==> src/hesmw_map.svh <==
// Offsets, field positions and reset values of the shared memory window
`ifndef HESMW_MAP_SVH
`define HESMW_MAP_SVH
`define HESMW_H_H2C 4'h0
`define HESMW_H_C2H 4'h1
`define HESMW_H_ADDR_LO 4'h2
`define HESMW_H_ADDR_HI 4'h3
`define HESMW_H_SRC_LO 4'h8
`define HESMW_H_SRC_HI 4'h9
`define HESMW_H_MASK_LO 4'ha
`define HESMW_H_MASK_HI 4'hb
`define HESMW_H_DATA_GRP 2'b01
`define HESMW_A_H2C 12'h000
`define HESMW_A_C2H 12'h004
`define HESMW_A_BASE0 12'h008
`define HESMW_A_LIM0 12'h00c
`define HESMW_A_BASE1 12'h010
`define HESMW_A_LIM1 12'h014
`define HESMW_A_SWSET 12'h018
`define HESMW_A_STAT 12'h01c
`define HESMW_SRC_C2H 0
`define HESMW_REGION_BIT 7
`define HESMW_WLIM_LSB 16
`define HESMW_WIN_MAX 16'h8000
`define HESMW_BYTE_RST 8'h00
`define HESMW_SRC_RST 16'h0000
`define HESMW_MASK_RST 16'h0000
`define HESMW_BASE_RST 32'h0000_0000
`define HESMW_LIM_RST 32'h0000_0000
`endif

==> src/hesmw_pkg.sv <==
// Types of the shared memory window
`default_nettype none
package hesmw_pkg;
  typedef enum logic [1:0] {
    HESMW_W8 = 2'b00,
    HESMW_W16 = 2'b01,
    HESMW_W32 = 2'b10,
    HESMW_W32I = 2'b11
  } hesmw_width_t;
  typedef enum logic {
    HESMW_IDLE = 1'b0,
    HESMW_MEM = 1'b1
  } hesmw_state_t;
endpackage
`default_nettype wire

==> src/hesmw_top.sv <==
// Host to controller mailbox and shared memory window
//
// Implementation choices: the address map and the APB slave port.
`timescale 1ns/1ps
`default_nettype none
`include "hesmw_map.svh"
module hesmw_top (
  input wire logic SYS_CLK,
  input wire logic ARST_N,
  input wire logic PSEL,
  input wire logic PENABLE,
  input wire logic PWRITE,
  input wire logic [11:0] PADDR,
  input wire logic [31:0] PWDATA,
  output logic [31:0] PRDATA,
  output logic PREADY,
  output logic PSLVERR,
  input wire logic HOST_CS,
  input wire logic HOST_WE,
  input wire logic [3:0] HOST_ADDR,
  input wire logic [7:0] HOST_WDATA,
  output logic HOST_READY,
  output logic [7:0] HOST_RDATA,
  output logic HOST_DONE,
  output logic MEM_REQ,
  output logic MEM_WE,
  output logic [31:0] MEM_ADDR,
  output logic [3:0] MEM_BE,
  output logic [31:0] MEM_WDATA,
  input wire logic [31:0] MEM_RDATA,
  input wire logic MEM_ACK,
  output logic H2C_IRQ,
  output logic HOST_EVENT_OUT_N,
  output logic LOW_POWER
);

  hesmw_pkg::hesmw_state_t state_q;
  hesmw_pkg::hesmw_width_t acc_t;
  logic [7:0] h2c_q, c2h_q, addr_lo_q, addr_hi_q;
  logic [3:0][7:0] data_q;
  logic [15:0] src_q, mask_q, src_set, src_clr;
  logic [31:0] base_q [2];
  logic [31:0] lim_q [2];
  logic [12:0] window_word_address;
  logic [14:0] offset;
  logic region;
  logic [15:0] rlim, wlim;
  logic rd_ok, wr_ok, perm, host_take, data_sel, need_mem;
  logic inc_cond, inc_now, ec_wr, ec_rd, unmapped;
  logic [1:0] hb;
  logic [3:0] lanes;
  logic [3:0][7:0] data_new;
  logic [1:0] pend_byte_q;
  logic pend_inc_q, mem_req_q, mem_we_q, done_q, irq_q, evt_n_q, lp_q;
  logic [3:0] mem_be_q;
  logic [31:0] mem_addr_q, mem_wdata_q, prdata_q;
  logic [7:0] rdata_q, host_val;
  logic host_software_event, c2h_event;

  // Limits wider than a window are cut to one window
  function automatic logic [15:0] win_clamp(input logic [15:0] lim);
    win_clamp = (lim > `HESMW_WIN_MAX) ? `HESMW_WIN_MAX : lim;
  endfunction

  function automatic logic [3:0] lane_decode(
    input logic we,
    input logic [1:0] b,
    input hesmw_pkg::hesmw_width_t t
  );
    lane_decode = 4'h0;
    case (t)
      hesmw_pkg::HESMW_W8: lane_decode = 4'h1 << b;
      hesmw_pkg::HESMW_W16: begin
        if (b == (we ? 2'h1 : 2'h0)) lane_decode = 4'h3;
        if (b == (we ? 2'h3 : 2'h2)) lane_decode = 4'hc;
      end
      default: begin
        if (b == (we ? 2'h3 : 2'h0)) lane_decode = 4'hf;
      end
    endcase
  endfunction

  // Window address and permission
  assign acc_t = hesmw_pkg::hesmw_width_t'(addr_lo_q[1:0]);
  assign window_word_address = {addr_hi_q[6:0], addr_lo_q[7:2]};
  assign offset = {window_word_address, 2'b00};
  assign region = addr_hi_q[`HESMW_REGION_BIT];
  assign rlim = win_clamp(lim_q[region][15:0]);
  assign wlim = win_clamp(lim_q[region][31:`HESMW_WLIM_LSB]);
  assign rd_ok = {1'b0, offset} < rlim;
  assign wr_ok = {1'b0, offset} < wlim;

  // Host byte port; one byte per access, wider moves are internal
  assign HOST_READY = (state_q == hesmw_pkg::HESMW_IDLE);
  assign host_take = HOST_CS && HOST_READY;
  assign hb = HOST_ADDR[1:0];
  assign data_sel = (HOST_ADDR[3:2] == `HESMW_H_DATA_GRP);
  assign lanes = lane_decode(HOST_WE, hb, acc_t);
  assign perm = HOST_WE ? wr_ok : rd_ok;
  assign need_mem = host_take && data_sel && (lanes != 4'h0) && perm;
  assign inc_cond = (acc_t == hesmw_pkg::HESMW_W32I) && (hb == 2'h3) &&
                    (!HOST_WE || wr_ok);
  assign inc_now = host_take && data_sel && inc_cond && !need_mem;

  always_comb begin
    data_new = data_q;
    data_new[hb] = HOST_WDATA;
  end

  always_comb begin
    case (HOST_ADDR)
      `HESMW_H_H2C: host_val = h2c_q;
      `HESMW_H_C2H: host_val = c2h_q;
      `HESMW_H_ADDR_LO: host_val = addr_lo_q;
      `HESMW_H_ADDR_HI: host_val = addr_hi_q;
      `HESMW_H_SRC_LO: host_val = src_q[7:0];
      `HESMW_H_SRC_HI: host_val = src_q[15:8];
      `HESMW_H_MASK_LO: host_val = mask_q[7:0];
      `HESMW_H_MASK_HI: host_val = mask_q[15:8];
      default: host_val = data_sel ? data_q[hb] : 8'h00;
    endcase
  end

  // Access sequencer; memory may stall, so the host port waits
  always_ff @(posedge SYS_CLK or negedge ARST_N) begin
    if (!ARST_N) begin
      state_q <= hesmw_pkg::HESMW_IDLE;
    end else begin
      case (state_q)
        hesmw_pkg::HESMW_IDLE: begin
          if (need_mem) state_q <= hesmw_pkg::HESMW_MEM;
        end
        hesmw_pkg::HESMW_MEM: begin
          if (MEM_ACK) state_q <= hesmw_pkg::HESMW_IDLE;
        end
        default: state_q <= hesmw_pkg::HESMW_IDLE;
      endcase
    end
  end

  always_ff @(posedge SYS_CLK or negedge ARST_N) begin
    if (!ARST_N) begin
      mem_req_q <= 1'b0;
      mem_we_q <= 1'b0;
      mem_be_q <= 4'h0;
      mem_addr_q <= 32'h0000_0000;
      mem_wdata_q <= 32'h0000_0000;
      pend_byte_q <= 2'h0;
      pend_inc_q <= 1'b0;
    end else if (need_mem) begin
      mem_req_q <= 1'b1;
      mem_we_q <= HOST_WE;
      mem_be_q <= lanes;
      mem_addr_q <= {base_q[region][31:2], 2'b00} + {17'h0_0000, offset};
      mem_wdata_q <= data_new;
      pend_byte_q <= hb;
      pend_inc_q <= inc_cond;
    end else if (MEM_ACK) begin
      mem_req_q <= 1'b0;
    end
  end

  assign MEM_REQ = mem_req_q;
  assign MEM_WE = mem_we_q;
  assign MEM_BE = mem_be_q;
  assign MEM_ADDR = mem_addr_q;
  assign MEM_WDATA = mem_wdata_q;

  // Data register lanes: host byte writes, memory read fills
  genvar g;
  generate
    for (g = 0; g < 4; g++) begin : g_lane
      always_ff @(posedge SYS_CLK or negedge ARST_N) begin
        if (!ARST_N) begin
          data_q[g] <= `HESMW_BYTE_RST;
        end else if (host_take && data_sel && HOST_WE && hb == g) begin
          data_q[g] <= HOST_WDATA;
        end else if (mem_req_q && MEM_ACK && !mem_we_q && mem_be_q[g]) begin
          data_q[g] <= MEM_RDATA[8*g +: 8];
        end
      end
    end
  endgenerate

  // Address register and auto-increment
  always_ff @(posedge SYS_CLK or negedge ARST_N) begin
    if (!ARST_N) begin
      addr_lo_q <= `HESMW_BYTE_RST;
      addr_hi_q <= `HESMW_BYTE_RST;
    end else if (host_take && HOST_WE && HOST_ADDR == `HESMW_H_ADDR_LO) begin
      addr_lo_q <= HOST_WDATA;
    end else if (host_take && HOST_WE && HOST_ADDR == `HESMW_H_ADDR_HI) begin
      addr_hi_q <= HOST_WDATA;
    end else if (inc_now || (mem_req_q && MEM_ACK && pend_inc_q)) begin
      {addr_hi_q[6:0], addr_lo_q[7:2]} <= window_word_address + 13'h0001;
    end
  end

  // Host read data and completion pulse
  always_ff @(posedge SYS_CLK or negedge ARST_N) begin
    if (!ARST_N) begin
      rdata_q <= `HESMW_BYTE_RST;
      done_q <= 1'b0;
    end else begin
      done_q <= (host_take && !need_mem) || (mem_req_q && MEM_ACK);
      if (host_take && !need_mem && !HOST_WE) begin
        rdata_q <= host_val;
      end else if (mem_req_q && MEM_ACK && !mem_we_q) begin
        rdata_q <= MEM_RDATA[8*pend_byte_q +: 8];
      end
    end
  end

  assign HOST_RDATA = rdata_q;
  assign HOST_DONE = done_q;

  // Mailboxes
  assign ec_wr = PSEL && PENABLE && PWRITE;
  assign ec_rd = PSEL && !PENABLE && !PWRITE;

  always_ff @(posedge SYS_CLK or negedge ARST_N) begin
    if (!ARST_N) begin
      h2c_q <= `HESMW_BYTE_RST;
      c2h_q <= `HESMW_BYTE_RST;
      irq_q <= 1'b0;
    end else begin
      irq_q <= host_take && HOST_WE && HOST_ADDR == `HESMW_H_H2C;
      if (host_take && HOST_WE && HOST_ADDR == `HESMW_H_H2C) begin
        h2c_q <= HOST_WDATA;
      end
      if (ec_wr && PADDR == `HESMW_A_C2H) begin
        c2h_q <= PWDATA[7:0];
      end
    end
  end

  assign H2C_IRQ = irq_q;

  // Event sources: set wins over a host clear in the same cycle
  assign src_set = ((ec_wr && PADDR == `HESMW_A_C2H) ? 16'h0001 : 16'h0000) |
                   ((ec_wr && PADDR == `HESMW_A_SWSET) ?
                    {PWDATA[15:1], 1'b0} : 16'h0000);
  assign src_clr = (host_take && HOST_WE && HOST_ADDR == `HESMW_H_SRC_LO) ?
                   {8'h00, HOST_WDATA} :
                   (host_take && HOST_WE && HOST_ADDR == `HESMW_H_SRC_HI) ?
                   {HOST_WDATA, 8'h00} : 16'h0000;

  always_ff @(posedge SYS_CLK or negedge ARST_N) begin
    if (!ARST_N) begin
      src_q <= `HESMW_SRC_RST;
    end else begin
      src_q <= (src_q & ~src_clr) | src_set;
    end
  end

  always_ff @(posedge SYS_CLK or negedge ARST_N) begin
    if (!ARST_N) begin
      mask_q <= `HESMW_MASK_RST;
    end else if (host_take && HOST_WE && HOST_ADDR == `HESMW_H_MASK_LO) begin
      mask_q[7:0] <= HOST_WDATA;
    end else if (host_take && HOST_WE && HOST_ADDR == `HESMW_H_MASK_HI) begin
      mask_q[15:8] <= HOST_WDATA;
    end
  end

  assign c2h_event = src_q[`HESMW_SRC_C2H] && !mask_q[`HESMW_SRC_C2H];
  assign host_software_event = |(src_q[15:1] & ~mask_q[15:1]);

  always_ff @(posedge SYS_CLK or negedge ARST_N) begin
    if (!ARST_N) begin
      evt_n_q <= 1'b1;
    end else begin
      evt_n_q <= !(c2h_event || host_software_event);
    end
  end

  assign HOST_EVENT_OUT_N = evt_n_q;

  // Region registers, only the controller bus reaches them
  always_ff @(posedge SYS_CLK or negedge ARST_N) begin
    if (!ARST_N) begin
      base_q[0] <= `HESMW_BASE_RST;
      base_q[1] <= `HESMW_BASE_RST;
      lim_q[0] <= `HESMW_LIM_RST;
      lim_q[1] <= `HESMW_LIM_RST;
    end else if (ec_wr) begin
      case (PADDR)
        `HESMW_A_BASE0: base_q[0] <= PWDATA;
        `HESMW_A_LIM0: lim_q[0] <= PWDATA;
        `HESMW_A_BASE1: base_q[1] <= PWDATA;
        `HESMW_A_LIM1: lim_q[1] <= PWDATA;
        default: ;
      endcase
    end
  end

  // APB slave: zero wait states, read data latched in setup
  assign unmapped = !(PADDR inside {`HESMW_A_H2C, `HESMW_A_C2H,
    `HESMW_A_BASE0, `HESMW_A_LIM0, `HESMW_A_BASE1, `HESMW_A_LIM1,
    `HESMW_A_SWSET, `HESMW_A_STAT});
  assign PREADY = 1'b1;
  assign PSLVERR = PSEL && PENABLE && unmapped;

  always_ff @(posedge SYS_CLK or negedge ARST_N) begin
    if (!ARST_N) begin
      prdata_q <= 32'h0000_0000;
    end else if (ec_rd) begin
      case (PADDR)
        `HESMW_A_H2C: prdata_q <= {24'h00_0000, h2c_q};
        `HESMW_A_C2H: prdata_q <= {24'h00_0000, c2h_q};
        `HESMW_A_BASE0: prdata_q <= base_q[0];
        `HESMW_A_LIM0: prdata_q <= lim_q[0];
        `HESMW_A_BASE1: prdata_q <= base_q[1];
        `HESMW_A_LIM1: prdata_q <= lim_q[1];
        `HESMW_A_STAT: prdata_q <= {mask_q, src_q};
        default: prdata_q <= 32'h0000_0000;
      endcase
    end
  end

  assign PRDATA = prdata_q;

  // Low power from the cycle after neither port selects the block and no memory request is pending
  always_ff @(posedge SYS_CLK or negedge ARST_N) begin
    if (!ARST_N) begin
      lp_q <= 1'b1;
    end else begin
      lp_q <= !(HOST_CS || PSEL || mem_req_q);
    end
  end

  assign LOW_POWER = lp_q;
endmodule
`default_nettype wire

==> config.mk <==
export PLATFORM = sky130hd
export DESIGN_NAME = hesmw_top
export DESIGN_NICKNAME = d
export VERILOG_FILES = /design/src/hesmw_pkg.sv /design/src/hesmw_top.sv
export VERILOG_INCLUDE_DIRS = /design/src
export SDC_FILE = /design/constraint.sdc
export NUM_CORES = 1
export LEC_CHECK = 0
export ABC_AREA = 1
export BUFFER_PORTS_ARGS = -buffer_cell sky130_fd_sc_hd__buf_2
export CAP_MARGIN = 15
export CORE_ASPECT_RATIO = 1.1
export CORE_UTILIZATION = 59
export DETAILED_ROUTE_END_ITERATION = 6
export PLACE_DENSITY = 0.82
export SETUP_SLACK_MARGIN = 0.2
export SYNTH_ARGS = -nofsm -noshare
export SYNTH_HDL_FRONTEND = slang
export SYNTH_SLANG_ARGS = --single-unit
==> constraint.sdc <==
create_clock -name SYS_CLK -period 4.5 [get_ports SYS_CLK]
set_input_delay 0.675 -clock SYS_CLK [delete_from_list [all_inputs] [get_ports SYS_CLK]]
set_output_delay 0.675 -clock SYS_CLK [all_outputs]
set_load 0.01 [all_outputs]
======== Word level (Yosys, flattened, before mapping) ========
Cells that the tools add are included.
cells by class
  reductions and logical operators ........ 77
  add/sub/neg operators ................... 2
  equality and inequality tests ........... 24
  mux-type cells .......................... 48
  order comparisons ....................... 7
  bitwise gates (word level) .............. 10
  shift operators ......................... 2
operator list
  kind                                                                     number
  32-bit case mux with 7 select lines                                      1
  32-bit 2-to-1 mux                                                        6
  8-bit 2-to-1 mux                                                         13
  16-bit 2-to-1 mux                                                        5
  8-bit case mux with 8 select lines                                       1
  12-bit by 5-bit equality test with 1-bit output (second input constant)  4
  1-bit logical AND                                                        39
  32-bit by 15-bit adder with 32-bit output                                1
  32-bit bitwise mux                                                       1
  16-bit greater-than comparator (second input constant)                   2
  15-bit by 16-bit < comparator with 1-bit output                          2
  32-bit by 6-bit indexed part select with 8-bit output                    1
  12-bit by 4-bit equality test with 1-bit output (second input constant)  2
  6-bit 2-to-1 mux                                                         3
  16-bit AND                                                               1
  8-bit binary-select mux with 2-bit select                                1
  8-bit demux with 2-bit select                                            1
  4-bit equality test (second input constant)                              4
  16-bit inverter                                                          1
  1-bit by 16-bit OR with 16-bit output                                    1
  16-bit OR                                                                1
  2-bit AND reduction                                                      8
  2-bit nonzero test                                                       8
  15-bit AND                                                               1
  30 further kinds                                                         62
word-level totals
  output and inout port bits .............. 117
  bits of input ports ..................... 96
  flip-flop bits (word level) ............. 342
  word-level logic and storage cells ...... 201

======== Logic depth before layout (Yosys ltp) ========
  depth after elaboration ................. 15
  gate-level depth with buffers ........... 28
  depth with buffers taken out ............ 25

======== Worst setup path after synthesis ========
OpenSTA, ideal clock, no wires.
  path type ............................... register to register
  start point ............................. register addr_hi_q[7]
  end point ............................... register mem_addr_q[28], in the netlist MEM_ADDR[28]
  setup slack ............................. 1,024 ps
  data required time ...................... 4,383 ps
  buffers on the path ..................... 5
  arrival time ............................ 3,358 ps
  stages on the path, launching flop included .. 25
  library setup time ...................... 117 ps
  period minus slack after synthesis ...... 3,476 ps
  path through ............................ dfrtp_1 buf_6 buf_4 buf_2 clkbuf_1 clkbuf_1 nand2_1 o21ai_0 ha_1 inv_1 fa_1 inv_1 nand3_1 nand2_1 a21oi_1 o21ai_2 nand2_1 nand2_1 nand2_1 o21ai_1 nand2_1 inv_1 nand3b_1 nand3_1 nand2_1
on the way
  word-level cells in the longest chain between the ends .. 9
  elaborated cells on any way between the ends .. 16
  those cells by class .................... 1 x add/sub; 4 x order compare; 9 x mux; 1 x bitwise; 1 x reduce/logical
ends and longest elaborated chain
  what                                                                line                                                source
  from (decl)                                                         hesmw_top.sv:39                                     logic [7:0] h2c_q, c2h_q, addr_lo_q, addr_hi_q;
  from (signal assigned)                                              hesmw_top.sv:189                                    addr_hi_q <= `HESMW_BYTE_RST;
  1-bit inverter with 2-bit output (not written as such) (*)          hesmw_top.sv:88, hesmw_top.sv:89, hesmw_top.sv:154
  32-bit 2-to-1 mux (not written as such) (3 in series)               hesmw_top.sv:89                                     assign wlim = win_clamp(lim_q[region][31:`HESMW_WLIM_LSB]);
  16-bit greater-than comparator (no line)                            --
  16-bit 2-to-1 mux                                                   hesmw_top.sv:62                                     win_clamp = (lim > `HESMW_WIN_MAX) ? `HESMW_WIN_MAX : lim;
  15-bit by 16-bit < comparator with 1-bit output (on tied branches)  hesmw_top.sv:90, hesmw_top.sv:91
  1-bit 2-to-1 mux                                                    hesmw_top.sv:99                                     assign perm = HOST_WE ? wr_ok : rd_ok;
  1-bit logical AND                                                   hesmw_top.sv:100                                    assign need_mem = host_take && data_sel && (lanes != 4'h0) && perm;
  to (signal assigned)                                                hesmw_top.sv:154                                    mem_addr_q <= {base_q[region][31:2], 2'b00} + {17'h0_0000, offset};
  to (decl)                                                           hesmw_top.sv:56                                     logic [31:0] mem_addr_q, mem_wdata_q, prdata_q;
Mark *: on every way between the ends. The rest lies on a longest branch, timed or not. The select of a mux whose other input is x is not followed.
A chain may end at the register's enable or synchronous reset.

======== Final worst setup path ========
  start point ............................. register addr_hi_q[7]
  end point ............................... register mem_wdata_q[24], in the netlist MEM_WDATA[24]
on the way
  word-level cells in the longest chain between the ends .. 9
  elaborated cells on any way between the ends .. 12
  those cells by class .................... 4 x order compare; 6 x mux; 1 x bitwise; 1 x reduce/logical
ends and longest elaborated chain
  what                                                                line                              source
  1-bit inverter with 2-bit output (not written as such) (*)          hesmw_top.sv:88, hesmw_top.sv:89
  32-bit 2-to-1 mux (not written as such) (*) (3 in series)           hesmw_top.sv:89
  16-bit greater-than comparator (no line)                            --
  16-bit 2-to-1 mux                                                   hesmw_top.sv:62
  15-bit by 16-bit < comparator with 1-bit output (on tied branches)  hesmw_top.sv:90, hesmw_top.sv:91
  1-bit 2-to-1 mux (*)                                                hesmw_top.sv:99
  1-bit logical AND (*)                                               hesmw_top.sv:100
  to (signal assigned)                                                hesmw_top.sv:155                  mem_wdata_q <= data_new;
  to (decl)                                                           hesmw_top.sv:56
Marked as above.

==> flow_metrics.env <==
export IMPL_grt_first_pass_wirelength_mm=97.9
export IMPL_seq_area_frac_synth=0.466
export IMPL_cts_tree="built"
export IMPL_critPathMaxFanout=46
export IMPL_core_area_mm2=0.0304
export IMPL_synth_edff_count=0
export IMPL_crit_path_top_cell_by_count="sky130_fd_sc_hd__nand2_1"
export IMPL_antenna_found_initial=0
export IMPL_timing_final_setup_violations=0
export IMPL_min_period_over_period=0.859
export IMPL_cts_root_buf="sky130_fd_sc_hd__clkbuf_16"
export IMPL_cts_buffer_depth=3
export IMPL_min_period_ps=3860
export IMPL_seq_power_share=0.446
export IMPL_worst_setup_path_type="reg -> reg"
export IMPL_cell_class_contributing_the_biggest_share_of_worst_path_delay="simple AND/OR/NAND/NOR gates"
export IMPL_clk_latency_ps=540
export IMPL_dieHeight_um=187
export IMPL_worst_endpoint_arrival_ps=4310
export IMPL_critPathCaptureType="flop"
export IMPL_num_vias=17800
export IMPL_synth_cells=2347
export IMPL_clock_h_tree_levels=2
export IMPL_timing_max_transition_violations_final=0
export IMPL_grt_use_total=0.407
export IMPL_critical_path_s_slowest_cell="sky130_fd_sc_hd__dfrtp_4"
export IMPL_layout_core_utilization=0.683
export IMPL_detail_route_wl_per_cell_um=21.5
export IMPL_regToRegSetupSlack_ps=640
export IMPL_grt_max_degree=118
export IMPL_clk_pin_slew_worst_paths_ps=60
export IMPL_cpPeakStageDelay_ps=580
export IMPL_areaGrowthSynthToFinish_pct=13.8
export IMPL_leakagePower_nw=10.1
export IMPL_fill_cells=2617
export IMPL_cp_data_required_time_ps=4950
export IMPL_worst_r2r_startpoint="addr_hi_q[7]"
export IMPL_globalplace_congestion=1.07
export IMPL_tightestPinTransition_ps=1040
export IMPL_netSwitchingPower_mw=2.89
export IMPL_skew_ps=21.9
export IMPL_synth_async_sr_flop_share=1.00
export IMPL_n_antenna_cell=0
export IMPL_peak_vdd_ir_v=0.000297
export IMPL_portBuffers=209
export IMPL_worstReg2RegEnd="MEM_WDATA[24]"
export IMPL_combinational_fraction_of_design_power=0.220
export IMPL_worst_slew_margin_rel=0.307
export IMPL_floorplan_initialDensity=0.600
export IMPL_detail_route_wirelength_mm=63.5
export IMPL_power_density_cell_area_mw_per_mm2=424
export IMPL_timing_reg2reg_worst_path_depth=20
export IMPL_netlist_area_mm2=0.0183
export IMPL_hold_path_class="in -> async"
export IMPL_antenna_left=0
export IMPL_rsz_0062_raised_after_global_routing="no"
export IMPL_ys_warn_count=0
export IMPL_max_cap_violation_count=0
export IMPL_power_share_switching=0.328
export IMPL_die_w_um=170
export IMPL_drt_pass1_iter_count=6
export IMPL_number_of_buffers_inserted_during_clock_tree_synthesis=36
export IMPL_dp_hpwl_mm=46.6
export IMPL_rows=67
export IMPL_routed_via_density=6.04
export IMPL_design_die_area_mm2=0.0317
export IMPL_critPathBufInv=4
export IMPL_drtIter0Drc=2301
export IMPL_maxClockFrequency_mhz=259
export IMPL_cell_internal_pwr_mw=5.92
export IMPL_drive_above_1_share=0.135
export IMPL_synthesis_area_per_instance_um2=7.78
export IMPL_overflow=0
export IMPL_totalNegativeSetupSlack_ps=0
export IMPL_cp_cell_sequence="buf_12, o21ai_0, inv_1, nor4_1, nand4_1, nand2_1, nand2_1, ha_1, a21oi_1, nor2_1, a211oi_1, nand2_1, nand2_1, nand2_1, nand2_1, nand3_4, inv_2, buf_12, nor2_1, a31oi_1"
export IMPL_ys_dominant_reg_cell="sky130_fd_sc_hd__dfrtp_1"
export IMPL_tritoncts_num_sinks=340
export IMPL_first_global_vias=17200
export IMPL_ios=213
export IMPL_yosys_register_bits=340
export IMPL_p_clk_frac=0.334
export IMPL_critical_path_startpoint_type="flop"
export IMPL_post_synth_num_cell_types=49
export IMPL_design_power_total_mw=8.81
export IMPL_num_nets_final=2654
export IMPL_route_detailed_drc=0
export IMPL_status="finished, final reports clean"
export IMPL_final_hold_viol_count=0
through the flow:
step	hold WS [ps]	std cells	cell area, um^2	worst slack (ps)
6_report	204	2956	20800	636
5_1_grt	284	2956	20800	233
4_1_cts	271	2955	20800	415
3_5_place_dp	458	2892	19600	465
3_3_place_gp	442	2892	19600	529
2_1_floorplan	379	2348	18300	1020
metal layers:
metal  GRT usage  part of all wire  vias to the layer above
met5           0                 0                        -
met4       0.286             0.080                        0
met3      0.0759             0.087                      265
met2       0.646              0.46                     1053
met1       0.501              0.38                     8383
li1            -                 -                     8143
timing repair:
action / 4_1_cts / 5_1_grt
setup buffers: 0 / 1
gates resized for setup: 0 / 3
endpoints found under the setup margin: 0 / 89
endpoints found under the hold margin: 0 / 0
hold buffers: 0 / 0
area by class of cell:
class                   instances  area, um^2  share of cell area
clock inverters                 9        80.1             0.00385
flip-flops and latches        340        8510               0.410
inverters                     281        1050              0.0508
clock buffers                  54        1060              0.0510
repair buffers                239        1370              0.0661
well taps                     414         518              0.0249
multi-input cells            1619        8180               0.394
state kept, by name, indices dropped and copies added, names as in the netlist, 2 cells and up:
| register | flops |
|---|---|
| pend_byte_q | 2 |
| base_q | 64 |
| MEM_ADDR | 30 |
| c2h_q | 8 |
| data_q | 32 |
| lim_q | 64 |
| MEM_BE | 4 |
| addr_hi_q | 8 |
| addr_lo_q | 8 |
| h2c_q | 8 |
| src_q | 16 |
| mask_q | 16 |
| MEM_WDATA | 32 |
| PRDATA | 32 |
| HOST_RDATA | 8 |
Yosys cell counts (16+ instances only):
| cell type | n | area share |
|---|---|---|
| sky130_fd_sc_hd__o21ai_1 | 36 | 0.0099 |
| sky130_fd_sc_hd__a31oi_1 | 34 | 0.012 |
| sky130_fd_sc_hd__nor2_1 | 110 | 0.023 |
| sky130_fd_sc_hd__o21ai_0 | 330 | 0.090 |
| sky130_fd_sc_hd__nor3_1 | 31 | 0.0085 |
| sky130_fd_sc_hd__ha_1 | 40 | 0.027 |
| sky130_fd_sc_hd__a22oi_1 | 16 | 0.0066 |
| sky130_fd_sc_hd__nand2_1 | 669 | 0.14 |
| sky130_fd_sc_hd__inv_1 | 265 | 0.054 |
| sky130_fd_sc_hd__clkbuf_1 | 60 | 0.012 |
| sky130_fd_sc_hd__a221oi_1 | 54 | 0.026 |
| sky130_fd_sc_hd__nand3_1 | 66 | 0.018 |
| sky130_fd_sc_hd__o22ai_1 | 39 | 0.013 |
| sky130_fd_sc_hd__dfrtp_1 | 338 | 0.46 |
| sky130_fd_sc_hd__buf_2 | 27 | 0.0074 |
| sky130_fd_sc_hd__a21oi_1 | 56 | 0.015 |
cells in the final DEF (no fill, tap or decap), types with 4 or more instances in the layout:
master                        n
sky130_fd_sc_hd__o211ai_1     4
sky130_fd_sc_hd__a22o_1       5
sky130_fd_sc_hd__a31oi_1     34
sky130_fd_sc_hd__nand4_1      4
sky130_fd_sc_hd__clkinv_2     5
sky130_fd_sc_hd__buf_2      208
sky130_fd_sc_hd__dfrtp_1    337
sky130_fd_sc_hd__clkbuf_16   37
sky130_fd_sc_hd__o21ai_1     37
sky130_fd_sc_hd__nand2_2      7
sky130_fd_sc_hd__nor3b_1      9
sky130_fd_sc_hd__nand2_1    669
sky130_fd_sc_hd__ha_1        40
sky130_fd_sc_hd__nor4_1       8
sky130_fd_sc_hd__o221ai_1    11
sky130_fd_sc_hd__a21oi_1     56
sky130_fd_sc_hd__o22ai_1     39
sky130_fd_sc_hd__buf_4       22
sky130_fd_sc_hd__nor3_1      31
sky130_fd_sc_hd__a22oi_1     16
sky130_fd_sc_hd__buf_12       7
sky130_fd_sc_hd__nor2_1     110
sky130_fd_sc_hd__clkbuf_1    10
sky130_fd_sc_hd__clkbuf_8     7
sky130_fd_sc_hd__nor2_2      10
sky130_fd_sc_hd__nand3_1     66
sky130_fd_sc_hd__a221oi_1    54
sky130_fd_sc_hd__xnor2_1     12
sky130_fd_sc_hd__o21ai_0    329
sky130_fd_sc_hd__nand3b_1     6
sky130_fd_sc_hd__inv_2       15
sky130_fd_sc_hd__a211oi_1    15
sky130_fd_sc_hd__inv_1      265
sky130_fd_sc_hd__xor2_1      15
worst max-delay path by stage:
stage | to | slack, ps | depth (start not counted) | start
after detailed placement | MEM_WDATA[9] | 470 | 20 | addr_hi_q[7]
after CTS | MEM_WDATA[9] | 420 | 20 | addr_hi_q[7]
final | MEM_WDATA[24] | 640 | 20 | addr_hi_q[7]
after floorplan | MEM_ADDR[28] | 1020 | 24 | addr_hi_q[7]
after global placement | MEM_WDATA[14] | 530 | 20 | addr_hi_q[7]
after global routing | HOST_RDATA[5] | 230 | 21 | addr_hi_q[7]
power groups by stage:
stage          Sequential [mW]  Combinational [mW]  Clock (mW)
2_1_floorplan             3.95                1.07           0
3_3_place_gp              3.96                1.86           0
3_5_place_dp              3.97                1.90           0
4_1_cts                   3.92                1.91        2.95
5_1_grt                   3.97                2.16        3.06
6_report                  3.93                1.94        2.94
logic make-up after synthesis:
logic type,share of synthesized area
XOR/XNOR,0.0129
buffers and inverters,0.0863
AO/OA/AOI/OAI,0.196
other,0.000411
AND/OR/NAND/NOR,0.210
adder cells (fa/ha/maj),0.0285
flip-flops,0.466
Power figures use the tool's default switching activity.
